$ cat src/vasb_regs.svh
// Purpose: Register indices, field positions, reset values and widths of the voltage alert status bank.
// Assumes: Each register index maps to byte address index * 4 on the register bus.
// Notes:   Definitions only.
`ifndef VASB_REGS_SVH
`define VASB_REGS_SVH

// ----------------------------------------------------------------------------
// Widths
// ----------------------------------------------------------------------------
`define VASB_AUX_W        6
`define VASB_CELL_W       14
`define VASB_ADDR_W       8
`define VASB_IRQ_W        3

// ----------------------------------------------------------------------------
// Register indices
// ----------------------------------------------------------------------------
`define VASB_IDX_AUX_HIGH      6'h0c
`define VASB_IDX_AUX_LOW       6'h0d
`define VASB_IDX_CMP_CELL_HIGH 6'h0e
`define VASB_IDX_CMP_CELL_LOW  6'h0f
`define VASB_IDX_CMP_AUX_HIGH  6'h10
`define VASB_IDX_AUX_ENABLE    6'h20
`define VASB_IDX_CELL_HIGH_EN  6'h21
`define VASB_IDX_CELL_LOW_EN   6'h22
`define VASB_IDX_IRQ_STATUS    6'h23
`define VASB_IDX_IRQ_ENABLE    6'h24
`define VASB_IDX_IRQ_CLEAR     6'h25

// ----------------------------------------------------------------------------
// Field positions and reset values
// ----------------------------------------------------------------------------
`define VASB_AUX_LOW_EN_LSB    8
`define VASB_IRQ_ADC_DONE      0
`define VASB_IRQ_CMP_DONE      1
`define VASB_IRQ_ALERT_RISE    2
`define VASB_FLAG_RESET        16'h0000
`define VASB_RESP_OKAY         2'h0
`define VASB_RESP_DECERR       2'h3

`endif

$ cat src/vasb_pkg.sv
// Purpose: Types shared by the voltage alert status bank and its surroundings.
// Assumes: Widths come from vasb_regs.svh.
// Notes:   AXI4-Lite field names stay as published.
`include "vasb_regs.svh"

package vasb_pkg;

  // --------------------------------------------------------------------------
  // Register bus carriers
  // --------------------------------------------------------------------------
  typedef struct packed {
    logic [`VASB_ADDR_W-1:0] awaddr;
    logic                    awvalid;
    logic [31:0]             wdata;
    logic [3:0]              wstrb;
    logic                    wvalid;
    logic                    bready;
    logic [`VASB_ADDR_W-1:0] araddr;
    logic                    arvalid;
    logic                    rready;
  } vasb_axi_req_t;

  typedef struct packed {
    logic        awready;
    logic        wready;
    logic        bvalid;
    logic [1:0]  bresp;
    logic        arready;
    logic        rvalid;
    logic [31:0] rdata;
    logic [1:0]  rresp;
  } vasb_axi_rsp_t;

  // --------------------------------------------------------------------------
  // Acquisition results
  // --------------------------------------------------------------------------
  typedef struct packed {
    logic [`VASB_AUX_W-1:0] aux_over;
    logic [`VASB_AUX_W-1:0] aux_under;
  } vasb_adc_res_t;

  typedef struct packed {
    logic [`VASB_CELL_W-1:0] cell_over;
    logic [`VASB_CELL_W-1:0] cell_under;
    logic [`VASB_AUX_W-1:0]  aux_over;
  } vasb_cmp_res_t;

endpackage

$ cat src/vasb_bank.sv
// Purpose: Read-only alert status bank with alert enables and an interrupt, on AXI4-Lite.
// Assumes: Acquisition results and done strobes come from logic on aclk; no synchroniser needed.
// Notes:   All state sits in one packed struct, registered once.
//
// How it works
// - An enabled auxiliary input above the cold threshold on a main converter acquisition sets its high flag.
// - That auxiliary high flag clears at the next main acquisition without the condition or when its enable is cleared, else it holds.
// - An enabled auxiliary input below the hot threshold on a main converter acquisition sets its low flag.
// - That auxiliary low flag clears at the next main acquisition in which the condition is gone.
// - An enabled cell above the comparator high threshold sets its comparator cell high flag in bits 13:0.
// - Comparator high flags for cells and auxiliary inputs clear at a comparator acquisition without the fault, or when their enable is cleared.
// - An enabled cell below the comparator low threshold sets its comparator cell low flag.
// - Comparator cell low flags clear at the next comparator acquisition in which the condition is gone.
// - An enabled auxiliary input above the comparator cold threshold sets its comparator auxiliary high flag.
// - The flag registers are readable and ignore writes to them; they change on acquisitions and drop when an enable write clears their enable.
`timescale 1ns/1ps
`include "vasb_regs.svh"

module vasb_bank #(
  parameter int AUX_N  = `VASB_AUX_W,
  parameter int CELL_N = `VASB_CELL_W
) (
  input  wire logic                    aclk,
  input  wire logic                    aresetn,
  input  wire vasb_pkg::vasb_axi_req_t axi_req,
  output vasb_pkg::vasb_axi_rsp_t      axi_rsp,
  input  wire vasb_pkg::vasb_adc_res_t adc_res,
  input  wire logic                    adc_done,
  input  wire vasb_pkg::vasb_cmp_res_t cmp_res,
  input  wire logic                    cmp_done,
  output logic                         irq
);
  import vasb_pkg::*;

  // --------------------------------------------------------------------------
  // Parameter check
  // --------------------------------------------------------------------------
  // The carriers are fixed in width, so other channel counts cannot be served.
  if (AUX_N != `VASB_AUX_W || CELL_N != `VASB_CELL_W)
  begin : g_bad_width
    $error("vasb_bank: channel counts must match the carrier widths");
  end

  // --------------------------------------------------------------------------
  // State
  // --------------------------------------------------------------------------
  typedef struct packed {
    logic                    aw_got;
    logic [`VASB_ADDR_W-1:0] awaddr;
    logic                    w_got;
    logic [31:0]             wdata;
    logic [3:0]              wstrb;
    logic                    awready;
    logic                    wready;
    logic                    bvalid;
    logic [1:0]              bresp;
    logic                    arready;
    logic                    rvalid;
    logic [31:0]             rdata;
    logic [1:0]              rresp;
    logic [AUX_N-1:0]        aux_hi;
    logic [AUX_N-1:0]        aux_lo;
    logic [CELL_N-1:0]       cell_hi;
    logic [CELL_N-1:0]       cell_lo;
    logic [AUX_N-1:0]        caux_hi;
    logic [AUX_N-1:0]        aux_hi_en;
    logic [AUX_N-1:0]        aux_lo_en;
    logic [CELL_N-1:0]       cell_hi_en;
    logic [CELL_N-1:0]       cell_lo_en;
    logic [`VASB_IRQ_W-1:0]  irq_stat;
    logic [`VASB_IRQ_W-1:0]  irq_en;
    logic                    irq;
  } vasb_state_t;

  localparam vasb_state_t ST_RESET = '0;

  vasb_state_t            st_reg;
  vasb_state_t            st_next;
  logic                   do_wr;
  logic [5:0]             widx;
  logic [5:0]             ridx;
  logic [31:0]            wmask;
  logic [31:0]            wval;
  logic [31:0]            rd_data;
  logic                   rd_hit;
  logic [`VASB_IRQ_W-1:0] irq_set;
  logic [`VASB_IRQ_W-1:0] irq_clr;

  // --------------------------------------------------------------------------
  // Next state
  // --------------------------------------------------------------------------
  always_comb
  begin
    st_next = st_reg;
    irq_set = '0;
    irq_clr = '0;
    widx    = st_reg.awaddr[7:2];
    ridx    = axi_req.araddr[7:2];
    wmask   = {{8{st_reg.wstrb[3]}}, {8{st_reg.wstrb[2]}}, {8{st_reg.wstrb[1]}}, {8{st_reg.wstrb[0]}}};
    wval    = st_reg.wdata & wmask;
    do_wr   = st_reg.aw_got && st_reg.w_got && !st_reg.bvalid;
    rd_hit  = 1'b1;
    rd_data = 32'h0000_0000;

    // Write address and data are taken in either order.
    if (axi_req.awvalid && st_reg.awready)
    begin
      st_next.aw_got = 1'b1;
      st_next.awaddr = axi_req.awaddr;
    end
    if (axi_req.wvalid && st_reg.wready)
    begin
      st_next.w_got = 1'b1;
      st_next.wdata = axi_req.wdata;
      st_next.wstrb = axi_req.wstrb;
    end
    if (st_reg.bvalid && axi_req.bready)
    begin
      st_next.bvalid = 1'b0;
    end

    // Only the enable, interrupt enable and interrupt clear registers accept data; flag and interrupt status writes are ignored.
    if (do_wr)
    begin
      st_next.aw_got = 1'b0;
      st_next.w_got  = 1'b0;
      st_next.bvalid = 1'b1;
      st_next.bresp  = `VASB_RESP_OKAY;
      case (widx)
        `VASB_IDX_AUX_HIGH, `VASB_IDX_AUX_LOW, `VASB_IDX_CMP_CELL_HIGH,
        `VASB_IDX_CMP_CELL_LOW, `VASB_IDX_CMP_AUX_HIGH, `VASB_IDX_IRQ_STATUS:
        begin
          st_next.bresp = `VASB_RESP_OKAY;
        end
        `VASB_IDX_AUX_ENABLE:
        begin
          st_next.aux_hi_en = (st_reg.aux_hi_en & ~wmask[AUX_N-1:0]) | wval[AUX_N-1:0];
          st_next.aux_lo_en = (st_reg.aux_lo_en & ~wmask[`VASB_AUX_LOW_EN_LSB +: AUX_N])
                            | wval[`VASB_AUX_LOW_EN_LSB +: AUX_N];
        end
        `VASB_IDX_CELL_HIGH_EN:
        begin
          st_next.cell_hi_en = (st_reg.cell_hi_en & ~wmask[CELL_N-1:0]) | wval[CELL_N-1:0];
        end
        `VASB_IDX_CELL_LOW_EN:
        begin
          st_next.cell_lo_en = (st_reg.cell_lo_en & ~wmask[CELL_N-1:0]) | wval[CELL_N-1:0];
        end
        `VASB_IDX_IRQ_ENABLE:
        begin
          st_next.irq_en = (st_reg.irq_en & ~wmask[`VASB_IRQ_W-1:0]) | wval[`VASB_IRQ_W-1:0];
        end
        `VASB_IDX_IRQ_CLEAR:
        begin
          irq_clr = wval[`VASB_IRQ_W-1:0];
        end
        default:
        begin
          st_next.bresp = `VASB_RESP_DECERR;
        end
      endcase
    end

    // Read decode; flag registers pad their unused upper bits with zero.
    case (ridx)
      `VASB_IDX_AUX_HIGH:      rd_data = {{(32-AUX_N){1'b0}}, st_reg.aux_hi};
      `VASB_IDX_AUX_LOW:       rd_data = {{(32-AUX_N){1'b0}}, st_reg.aux_lo};
      `VASB_IDX_CMP_CELL_HIGH: rd_data = {{(32-CELL_N){1'b0}}, st_reg.cell_hi};
      `VASB_IDX_CMP_CELL_LOW:  rd_data = {{(32-CELL_N){1'b0}}, st_reg.cell_lo};
      `VASB_IDX_CMP_AUX_HIGH:  rd_data = {{(32-AUX_N){1'b0}}, st_reg.caux_hi};
      `VASB_IDX_AUX_ENABLE:
        rd_data = {{(32-`VASB_AUX_LOW_EN_LSB-AUX_N){1'b0}}, st_reg.aux_lo_en,
                   {(`VASB_AUX_LOW_EN_LSB-AUX_N){1'b0}}, st_reg.aux_hi_en};
      `VASB_IDX_CELL_HIGH_EN:  rd_data = {{(32-CELL_N){1'b0}}, st_reg.cell_hi_en};
      `VASB_IDX_CELL_LOW_EN:   rd_data = {{(32-CELL_N){1'b0}}, st_reg.cell_lo_en};
      `VASB_IDX_IRQ_STATUS:    rd_data = {{(32-`VASB_IRQ_W){1'b0}}, st_reg.irq_stat};
      `VASB_IDX_IRQ_ENABLE:    rd_data = {{(32-`VASB_IRQ_W){1'b0}}, st_reg.irq_en};
      `VASB_IDX_IRQ_CLEAR:     rd_data = 32'h0000_0000;
      default:                 rd_hit  = 1'b0;
    endcase

    if (st_reg.rvalid && axi_req.rready)
    begin
      st_next.rvalid = 1'b0;
    end
    if (axi_req.arvalid && st_reg.arready)
    begin
      st_next.rvalid = 1'b1;
      st_next.rdata  = rd_data;
      st_next.rresp  = rd_hit ? `VASB_RESP_OKAY : `VASB_RESP_DECERR;
    end

    // Flags load results only on their own acquisition strobe and are masked by enables.
    if (adc_done)
    begin
      st_next.aux_hi = adc_res.aux_over;
      st_next.aux_lo = adc_res.aux_under;
    end
    if (cmp_done)
    begin
      st_next.cell_hi = cmp_res.cell_over;
      st_next.cell_lo = cmp_res.cell_under;
      st_next.caux_hi = cmp_res.aux_over;
    end
    // Masking every cycle means a flag also drops as soon as software disables it.
    st_next.aux_hi  = st_next.aux_hi & st_next.aux_hi_en;
    st_next.aux_lo  = st_next.aux_lo & st_next.aux_lo_en;
    st_next.cell_hi = st_next.cell_hi & st_next.cell_hi_en;
    st_next.cell_lo = st_next.cell_lo & st_next.cell_lo_en;
    st_next.caux_hi = st_next.caux_hi & st_next.aux_hi_en;

    // Interrupt events; a new event wins over a clear in the same cycle.
    irq_set[`VASB_IRQ_ADC_DONE]   = adc_done;
    irq_set[`VASB_IRQ_CMP_DONE]   = cmp_done;
    irq_set[`VASB_IRQ_ALERT_RISE] = |{st_next.aux_hi & ~st_reg.aux_hi, st_next.aux_lo & ~st_reg.aux_lo,
                                      st_next.cell_hi & ~st_reg.cell_hi, st_next.cell_lo & ~st_reg.cell_lo,
                                      st_next.caux_hi & ~st_reg.caux_hi};
    st_next.irq_stat = (st_reg.irq_stat & ~irq_clr) | irq_set;
    st_next.irq      = |(st_next.irq_stat & st_next.irq_en);

    st_next.awready = !st_next.aw_got;
    st_next.wready  = !st_next.w_got;
    st_next.arready = !st_next.rvalid;
  end

  // --------------------------------------------------------------------------
  // Register
  // --------------------------------------------------------------------------
  always_ff @(posedge aclk)
  begin
    if (!aresetn)
    begin
      st_reg <= ST_RESET;
    end
    else
    begin
      st_reg <= st_next;
    end
  end

  // --------------------------------------------------------------------------
  // Outputs
  // --------------------------------------------------------------------------
  assign axi_rsp.awready = st_reg.awready;
  assign axi_rsp.wready  = st_reg.wready;
  assign axi_rsp.bvalid  = st_reg.bvalid;
  assign axi_rsp.bresp   = st_reg.bresp;
  assign axi_rsp.arready = st_reg.arready;
  assign axi_rsp.rvalid  = st_reg.rvalid;
  assign axi_rsp.rdata   = st_reg.rdata;
  assign axi_rsp.rresp   = st_reg.rresp;
  assign irq             = st_reg.irq;

  // --------------------------------------------------------------------------
  // Checks
  // --------------------------------------------------------------------------
  chk_aux_high_update: assert property (@(posedge aclk) disable iff (!aresetn)
    adc_done |=> st_reg.aux_hi == ($past(adc_res.aux_over) & st_reg.aux_hi_en))
    else $error("aux high flags wrong after main acquisition");

  chk_aux_high_hold: assert property (@(posedge aclk) disable iff (!aresetn)
    !adc_done |=> st_reg.aux_hi == ($past(st_reg.aux_hi) & st_reg.aux_hi_en))
    else $error("aux high flags changed without main acquisition");

  chk_aux_low_flags: assert property (@(posedge aclk) disable iff (!aresetn)
    adc_done |=> st_reg.aux_lo == ($past(adc_res.aux_under) & st_reg.aux_lo_en))
    else $error("aux low flags wrong after main acquisition");

  chk_aux_low_hold: assert property (@(posedge aclk) disable iff (!aresetn)
    !adc_done |=> st_reg.aux_lo == ($past(st_reg.aux_lo) & st_reg.aux_lo_en))
    else $error("aux low flags changed without main acquisition");

  chk_cell_high_flags: assert property (@(posedge aclk) disable iff (!aresetn)
    cmp_done |=> st_reg.cell_hi == ($past(cmp_res.cell_over) & st_reg.cell_hi_en))
    else $error("cell high flags wrong after comparator acquisition");

  chk_cmp_high_hold: assert property (@(posedge aclk) disable iff (!aresetn)
    !cmp_done |=> (st_reg.cell_hi & ~$past(st_reg.cell_hi)) == '0 && (st_reg.caux_hi & ~$past(st_reg.caux_hi)) == '0)
    else $error("comparator high flags rose without comparator acquisition");

  chk_cell_low_flags: assert property (@(posedge aclk) disable iff (!aresetn)
    cmp_done |=> st_reg.cell_lo == ($past(cmp_res.cell_under) & st_reg.cell_lo_en))
    else $error("cell low flags wrong after comparator acquisition");

  chk_cell_low_hold: assert property (@(posedge aclk) disable iff (!aresetn)
    !cmp_done |=> st_reg.cell_lo == ($past(st_reg.cell_lo) & st_reg.cell_lo_en))
    else $error("cell low flags changed without comparator acquisition");

  chk_cmp_aux_flags: assert property (@(posedge aclk) disable iff (!aresetn)
    cmp_done |=> st_reg.caux_hi == ($past(cmp_res.aux_over) & st_reg.aux_hi_en))
    else $error("comparator aux high flags wrong after comparator acquisition");

  chk_flag_read_upper: assert property (@(posedge aclk) disable iff (!aresetn)
    (axi_req.arvalid && st_reg.arready && axi_req.araddr[7:2] >= `VASB_IDX_AUX_HIGH
     && axi_req.araddr[7:2] <= `VASB_IDX_CMP_AUX_HIGH) |=> st_reg.rvalid && st_reg.rdata[31:14] == '0)
    else $error("flag read shows nonzero upper bits");

  chk_write_no_flag: assert property (@(posedge aclk) disable iff (!aresetn)
    (do_wr && !adc_done && !cmp_done) |=> st_reg.bvalid && (st_reg.aux_hi & ~$past(st_reg.aux_hi)) == '0
      && (st_reg.cell_lo & ~$past(st_reg.cell_lo)) == '0)
    else $error("register write raised an alert flag");

  chk_enable_mask: assert property (@(posedge aclk) disable iff (!aresetn)
    (st_reg.aux_hi & ~st_reg.aux_hi_en) == '0 && (st_reg.cell_lo & ~st_reg.cell_lo_en) == '0
      && (st_reg.caux_hi & ~st_reg.aux_hi_en) == '0)
    else $error("disabled alert flag is set");

  chk_irq_follows: assert property (@(posedge aclk) disable iff (!aresetn)
    (adc_done && st_reg.irq_en[`VASB_IRQ_ADC_DONE]) |=> irq)
    else $error("interrupt missing after enabled acquisition event");

  chk_cell_high_hold: assert property (@(posedge aclk) disable iff (!aresetn)
    !cmp_done |=> st_reg.cell_hi == ($past(st_reg.cell_hi) & st_reg.cell_hi_en))
    else $error("cell high flags changed without comparator acquisition");

  chk_cmp_aux_hold: assert property (@(posedge aclk) disable iff (!aresetn)
    !cmp_done |=> st_reg.caux_hi == ($past(st_reg.caux_hi) & st_reg.aux_hi_en))
    else $error("comparator aux high flags changed without comparator acquisition");

  chk_flags_reset_zero: assert property (@(posedge aclk)
    !aresetn |=> {st_reg.aux_hi, st_reg.aux_lo, st_reg.cell_hi, st_reg.cell_lo, st_reg.caux_hi} == '0)
    else $error("alert flags not zero after reset");

  chk_mask_low_cell: assert property (@(posedge aclk) disable iff (!aresetn)
    (st_reg.aux_lo & ~st_reg.aux_lo_en) == '0 && (st_reg.cell_hi & ~st_reg.cell_hi_en) == '0)
    else $error("disabled aux low or cell high flag is set");

  chk_flag_write_okay: assert property (@(posedge aclk) disable iff (!aresetn)
    (do_wr && widx >= `VASB_IDX_AUX_HIGH && widx <= `VASB_IDX_CMP_AUX_HIGH)
      |=> st_reg.bvalid && st_reg.bresp == `VASB_RESP_OKAY)
    else $error("write to a flag register not answered OKAY");

  chk_write_resp_done: assert property (@(posedge aclk) disable iff (!aresetn)
    (st_reg.bvalid && axi_req.bready) |=> !st_reg.bvalid)
    else $error("write response not released after handshake");

  chk_read_answer: assert property (@(posedge aclk) disable iff (!aresetn)
    (axi_req.arvalid && st_reg.arready) |=> st_reg.rvalid && !st_reg.arready)
    else $error("read request not answered in the next cycle");

  chk_read_resp_done: assert property (@(posedge aclk) disable iff (!aresetn)
    (st_reg.rvalid && axi_req.rready) |=> !st_reg.rvalid && st_reg.arready)
    else $error("read response not released after handshake");

  chk_irq_event_set: assert property (@(posedge aclk) disable iff (!aresetn)
    adc_done |=> st_reg.irq_stat[`VASB_IRQ_ADC_DONE])
    else $error("acquisition event did not set interrupt status");

endmodule

$ cat config.mk
export PLATFORM = sky130hd
export DESIGN_NAME = vasb_bank
export DESIGN_NICKNAME = d
export VERILOG_FILES = /design/src/vasb_pkg.sv /design/src/vasb_bank.sv
export VERILOG_INCLUDE_DIRS = /design/src /design/src/src
export SDC_FILE = /design/constraint.sdc
export NUM_CORES = 1
export LEC_CHECK = 0
export ABC_AREA = 1
export BUFFER_PORTS_ARGS = -buffer_cell sky130_fd_sc_hd__clkbuf_2
export CORE_ASPECT_RATIO = 2
export CORE_MARGIN = 5
export CORE_UTILIZATION = 50
export CTS_CLUSTER_SIZE = 24
export DETAILED_ROUTE_END_ITERATION = 8
export GPL_ROUTABILITY_DRIVEN = 0
export PLACE_DENSITY = 0.77
export RECOVER_POWER = 50
export SKIP_CTS_REPAIR_TIMING = 1
export SLEW_MARGIN = 20
export SYNTH_ARGS = -nofsm -noshare
export SYNTH_HDL_FRONTEND = slang
export SYNTH_SLANG_ARGS = --single-unit
$ cat constraint.sdc
create_clock -name aclk -period 1.63 [get_ports aclk]
set_clock_uncertainty 0.15 [all_clocks]
set_input_delay 0.2445 -clock aclk [delete_from_list [all_inputs] [get_ports aclk]]
set_output_delay 0.2445 -clock aclk [all_outputs]
set_load 0.01 [all_outputs]
==> out/results.ini, run 1 <==
[status]
status=finished, violations left
violations=design-rule violations, negative hold slack, negative setup slack

[clock_network]
cts.path.max_buffers=2
h-tree-depth=4
clock-sinks=138
clockRootBuffer=clkbuf_16
cts_tree=yes
clk_latency_ns=0.44
cts_buffers=17
clkTransAtPathRegs_ns=0.06

[setup_path]
worstSetupPathType=flip-flop to flip-flop
crit_buf_inv=2
startpoint_type=flip-flop
worst_path_dominant_cell_family=simple AND/OR/NAND/NOR gates
endpoint_kind=flip-flop
cpMaxStageDelayCell=dfxtp_1
required_ns=1.80
worst-endpoint-arrival_ns=2.58
crit_path_max_incr_delay_ns=0.32
path_cells=inv_2 > nand2_2 > buf_4 > nor2_2 > nand3_4 > nand2_1 > nand2_1 > nand2_1 > nand3_1 > nor2_4 > nand3_2 > nor2_2 > nand3_2 > nand2_1 > nand2_1
cp_max_fo=6
cpMostUsedCell=nand2_1

[yosys]
synth_edf_count=0
synth-seq-area-share_pct=39.0
ys_ff_latch=138
synth_ff_type=dfxtp_1
synthArstFlopShare_pct=0
syn_area_sq_um=7080
syn_area_per_cell_sq_um=6.91
syn_inst=1024
yosys_warnings=0
netlist-cell-type-count=47

[final_layout]
antenna_cells=0
largest_register_ffs=116
nets=1395
fillers=867
syn2layout_area_growth_pct=50.3
drive_above_1_share_pct=35.6

[routing]
firstDrtPassIters=9
wirelength_mm=31.1
drtIter0Drc=1100
ant_nets=0
dr_total_vias=8893
post_drt_wl_per_cell_um=20.9
drcViolationCount=1
routed_via_density=5.97

[timing]
hold_viol_final=13
tns_ns=-17.44
setup_viol=88
timing.final.crit_share_pct=148
slew-limit-headroom_pct=61.0
worst_slack_ns=-0.784
rsz0062_at_grt=true
final.min_clock_period_ns=2.41
finalHoldWorstSlack_ns=-0.0642
timing.fmax_mhz=414
worstMarginPinSlew_ns=0.586
final_max_slew_viol_count=0

[floorplanning]
fp.dieH_um=178
rows=61
die_area_sq_um=16800
initial_core_util_pct=51.0
io_pins=149
chipWidth_um=94.1
core_area_sq_um=13900

[placed_design]
io_buffers=106
dp_hpwl_mm=18.2
preCtsSetupSlack_ns=-0.713

[job]
maxCapViolCount=0

[grt]
grt_antenna_before_repair=0
grt_max_degree=40
overflow=0
track_usage_pct=28.7
grt_pass1_wl_mm=37.1
first_global_vias=7571

[power_and_ir_drop]
cellLeakagePower_nw=4.91
ir_worst_vdd_v=0.000806
p_per_area_nw_per_um2=870
p_total_mw=9.25

[worst_hold_path]
min_path_type=input port to flip-flop

[layout make-up]
class	instances	area, sq um	share of cell area [%]
Timing Repair Buffer	300	2260	21.3
Inverter	110	420	3.95
Clock buffer	21	460	4.33
Clock inverter	11	240	2.26
Multi-Input combinational cell	721	4250	39.9
Sequential cell	138	2770	26.1
Tap cell	189	236	2.22
[logic make-up (layout without fill, tap and decap cells)]
logic type / after synthesis / in the layout / synth area share (%)
and+or+nand+nor: 509 / 511 / 32.1
buffers and inverters: 184 / 442 / 12.3
DFF: 138 / 138 / 39.0
AOI/OAI and AO/OA: 192 / 192 / 16.5
other: 1 / 18 / 0.0530
[metal layers]
layer  track usage, %  share of wire [%]
met4             22.5                 10
met2             50.3                 48
met5                0                  0
met1             29.2                 31
met3             5.23                 11
[worst min-delay path, cell delays in order]
cell	delay [ns]
clkbuf_2	0.07
o21ai_0	0.07
a21oi_1	0.10
[report_power, final]
part | total, mW | internal (mW) | leakage (nW) | switching [mW]
registers | 3.49 | 3.44 | 1.12 | 0.0539
clock network | 4.70 | 3.11 | 0.337 | 1.59
logic | 1.06 | 0.433 | 3.46 | 0.627
total | 9.25 | 6.98 | 4.91 | 2.27
[synth_stat cells, types with 9 or more instances]
cell	number	area, sq um
nand2_1	294	1100
dfxtp_1	138	2760
nor2_1	108	405
inv_1	96	360
a21oi_1	74	370
buf_4	42	315
o21ai_0	40	200
nand3_1	37	185
clkbuf_1	20	75.1
nor3_1	20	100
a211oi_1	15	113
nand4_1	13	81.3
a21boi_0	12	90.1
o22ai_1	12	75.1
nand3_2	10	100
inv_2	9	33.8
[stage by stage]
stage / utilization [%] / area [sq um] / cells
6_report: 76.6 / 10600 / 1490
5_1_grt: 76.6 / 10600 / 1490
4_1_cts: 66.4 / 9230 / 1425
3_5_place_dp: 61.4 / 8530 / 1393
3_3_place_gp: 61.4 / 8530 / 1393
2_1_floorplan: - / 7150 / 1041
[placed cells by master, fill, tap and decap left out, types with 13 or more instances in the layout]
cell and n:
a21oi_1 54, a21oi_2 16, buf_4 119, buf_6 24
clkbuf_1 16, clkbuf_16 17, clkbuf_2 94, conb_1 18
dfxtp_1 131, dlygate4sd3_1 40, inv_1 94, nand2_1 241
nand2_2 34, nand2_4 25, nand3_1 30, nand3_2 13
nand4_1 13, nor2_1 86, nor2_2 16, nor2_4 14
nor3_1 19, o21ai_0 39
[worst paths after layout]
kind                     from     endpoint  slack [ns]  depth (start not counted)
setup reg to reg  st_reg[173]          irq       -0.78                         15
hold reg to reg    axi_rsp[5]   axi_rsp[5]        0.31                          2
hold / removal    axi_req[17]  st_reg[139]       -0.06                          3
setup / recovery  st_reg[173]          irq       -0.78                         15
Power figures use the tool's default switching activity.
==> run 2: changes to the inputs <==
--- a/config.mk
+++ b/config.mk
@@ -10,11 +10,10 @@
 export BUFFER_PORTS_ARGS = -buffer_cell sky130_fd_sc_hd__clkbuf_2
 export CORE_ASPECT_RATIO = 2
 export CORE_MARGIN = 5
-export CORE_UTILIZATION = 50
+export CORE_UTILIZATION = 30
 export CTS_CLUSTER_SIZE = 24
 export DETAILED_ROUTE_END_ITERATION = 8
 export GPL_ROUTABILITY_DRIVEN = 0
-export PLACE_DENSITY = 0.77
 export RECOVER_POWER = 50
 export SKIP_CTS_REPAIR_TIMING = 1
 export SLEW_MARGIN = 20
==> run 2 against run 1 <==
Net effect: the run ends with negative hold slack, negative setup slack left; non-clock buffer count is 19 higher; sequential power about the same; final cell count increased by 7.4%; critical path depth decreased by 2; sequential share of layout area up 0.17 points; design area is 0.42% lower; combinational power decreased by 4%; hold slack worse by 0.0062 ns; power fell by 10%; sequential cell count did not move; register-to-register slack improved by 0.23 ns; largest power group unchanged.
==> out/results.ini, run 2 (synthesis results as in run 1) <==
[status]
status=finished, violations left
violations=negative hold slack, negative setup slack

[floorplanning]
chipWidth_um=119  ; +26%
core_area_sq_um=23200  ; +67%
fp.dieH_um=227  ; +27%
initial_core_util_pct=30.5  ; -20 points
die_area_sq_um=27000  ; +61%
io_pins=149  ; unchanged
rows=79  ; +30%

[final_layout]
final_common_cell=nand2_1
largest_register_ffs=116  ; unchanged
multi_input_area_sq_um=4060  ; -4.4%
drive_above_1_share_pct=34.2  ; -1.3 points
nets=1413  ; +1.3%
fin_area_sq_um=10600  ; -0.42%
syn2layout_area_growth_pct=49.7
seqCellArea_sq_um=2780  ; +0.23%
final_cell_mix=nand2_1 (261), buf_4 (144), dfxtp_1 (130)
fillers=2293  ; +160%
postLayoutCoreUtil_pct=45.6  ; -31 points
antenna_cells=0  ; unchanged

[timing]
hold_viol_final=14  ; +1
worst_slack_ns=-0.558  ; +0.226 ns
tns_ns=-11.69  ; +5.75 ns
final_max_slew_viol_count=0  ; unchanged
final.min_clock_period_ns=2.19  ; -0.226 ns
timing.fmax_mhz=457  ; +10%
timing.final.crit_share_pct=134  ; -14 points
setup_viol=79  ; -10%
worstMarginPinSlew_ns=0.537  ; -0.0490 ns
rsz0062_at_grt=true
finalHoldWorstSlack_ns=-0.0704  ; -0.00624 ns
slew-limit-headroom_pct=63.8  ; +2.9 points

[placed_design]
preCtsSetupSlack_ns=-0.547  ; +0.166 ns
dp_hpwl_mm=21.9  ; +20%
io_buffers=106  ; unchanged
place_area_sq_um=8810  ; +3.3%

[setup_path]
endpoint_kind=flip-flop
worst-endpoint-arrival_ns=2.37  ; -0.21 ns
cp_max_fo=6  ; unchanged
required_ns=1.82  ; +0.02 ns
startpoint_type=flip-flop
r2r_slack_ns=-0.56  ; +0.23 ns
worstSetupPathType=flip-flop to flip-flop

[clock_network]
cts_tree=yes
clk_latency_ns=0.45  ; about the same
cts.path.max_buffers=2  ; unchanged
h-tree-depth=4  ; unchanged
cts_buffers=17  ; unchanged
clock-sinks=138  ; unchanged
clkTransAtPathRegs_ns=0.06  ; about the same
clockRootBuffer=clkbuf_16

[job]
maxCapViolCount=0  ; unchanged

[routing]
drcViolationCount=0  ; -1
routed_via_density=4.91  ; -18%
ant_nets=0  ; unchanged
drtIter0Drc=485  ; -56%
post_drt_wl_per_cell_um=17.6  ; -16%
firstDrtPassIters=5  ; -4
dr_total_vias=7858  ; -12%
wirelength_mm=28.1  ; -9.8%

[power_and_ir_drop]
p_per_area_nw_per_um2=786  ; -9.7%
cellLeakagePower_nw=4.79  ; -2.5%
ir_worst_vdd_v=0.000663  ; -18%

[grt]
grt_pass1_wl_mm=40.3  ; +8.8%
track_usage_pct=19.6  ; -9.1 points
grt_antenna_before_repair=0  ; unchanged
overflow=0  ; unchanged
grt_max_degree=46  ; +15%
first_global_vias=7572  ; +0.013%

[worst_hold_path]
min_path_type=input port to flip-flop

run 2: layer usage:
layer  vias to the layer above  global-route usage [%]  wire length (um)
met3                       116                    3.26              1310
li1                       3846                       -                 -
met1                      3610                    18.5              9370
met2                       286                    36.9             15000
met5                         -                       0                 0
met4                         0                    15.5              2430
run 2: final timing paths:
path / cells past startpoint / start / end
worst max-delay path: 13 / st_reg[176] / st_reg[6]
worst min register to register: 2 / axi_rsp[7] / axi_rsp[7]
worst min-delay path: 3 / axi_req[25] / st_reg[147]
worst max register to register: 13 / st_reg[176] / st_reg[6]
run 2: where the power goes:
group          total [mW]  internal, mW  switching [mW]
clock                3.82          2.26            1.56
combinational        1.02         0.436           0.581
sequential           3.49          3.44          0.0506
total                8.32          6.13            2.19
run 2: worst max-delay path: stages, from the launching register on:
cell and delay, ns:
dfxtp_4 0.36, inv_2 0.06, nand2_2 0.09, nor2_8 0.23
nand3_4 0.18, nand2_1 0.18, nand2_1 0.09, nand2_1 0.10
nand2_1 0.06, nor2_1 0.08, nand2_1 0.11, nor2_1 0.14
nand3_2 0.09, and2_1 0.14
run 2: final cells by class:
cell class / count / share of cell area [%]
clock buffer: 18 / 4.15
clock inverter: 12 / 1.20
inverter: 110 / 3.92
multi-input combinational: 720 / 38.3
sequential: 138 / 26.2
tap: 283 / 3.34
timing repair buffer: 319 / 22.8
run 2: through the flow:
step	cells	power (mW)	hold WS, ns
2_1_floorplan	1041	3.99	0.225
3_3_place_gp	1506	4.39	0.303
3_5_place_dp	1506	4.40	0.310
4_1_cts	1536	8.18	-0.101
5_1_grt	1600	8.57	0.000908
6_report	1600	8.32	-0.0704
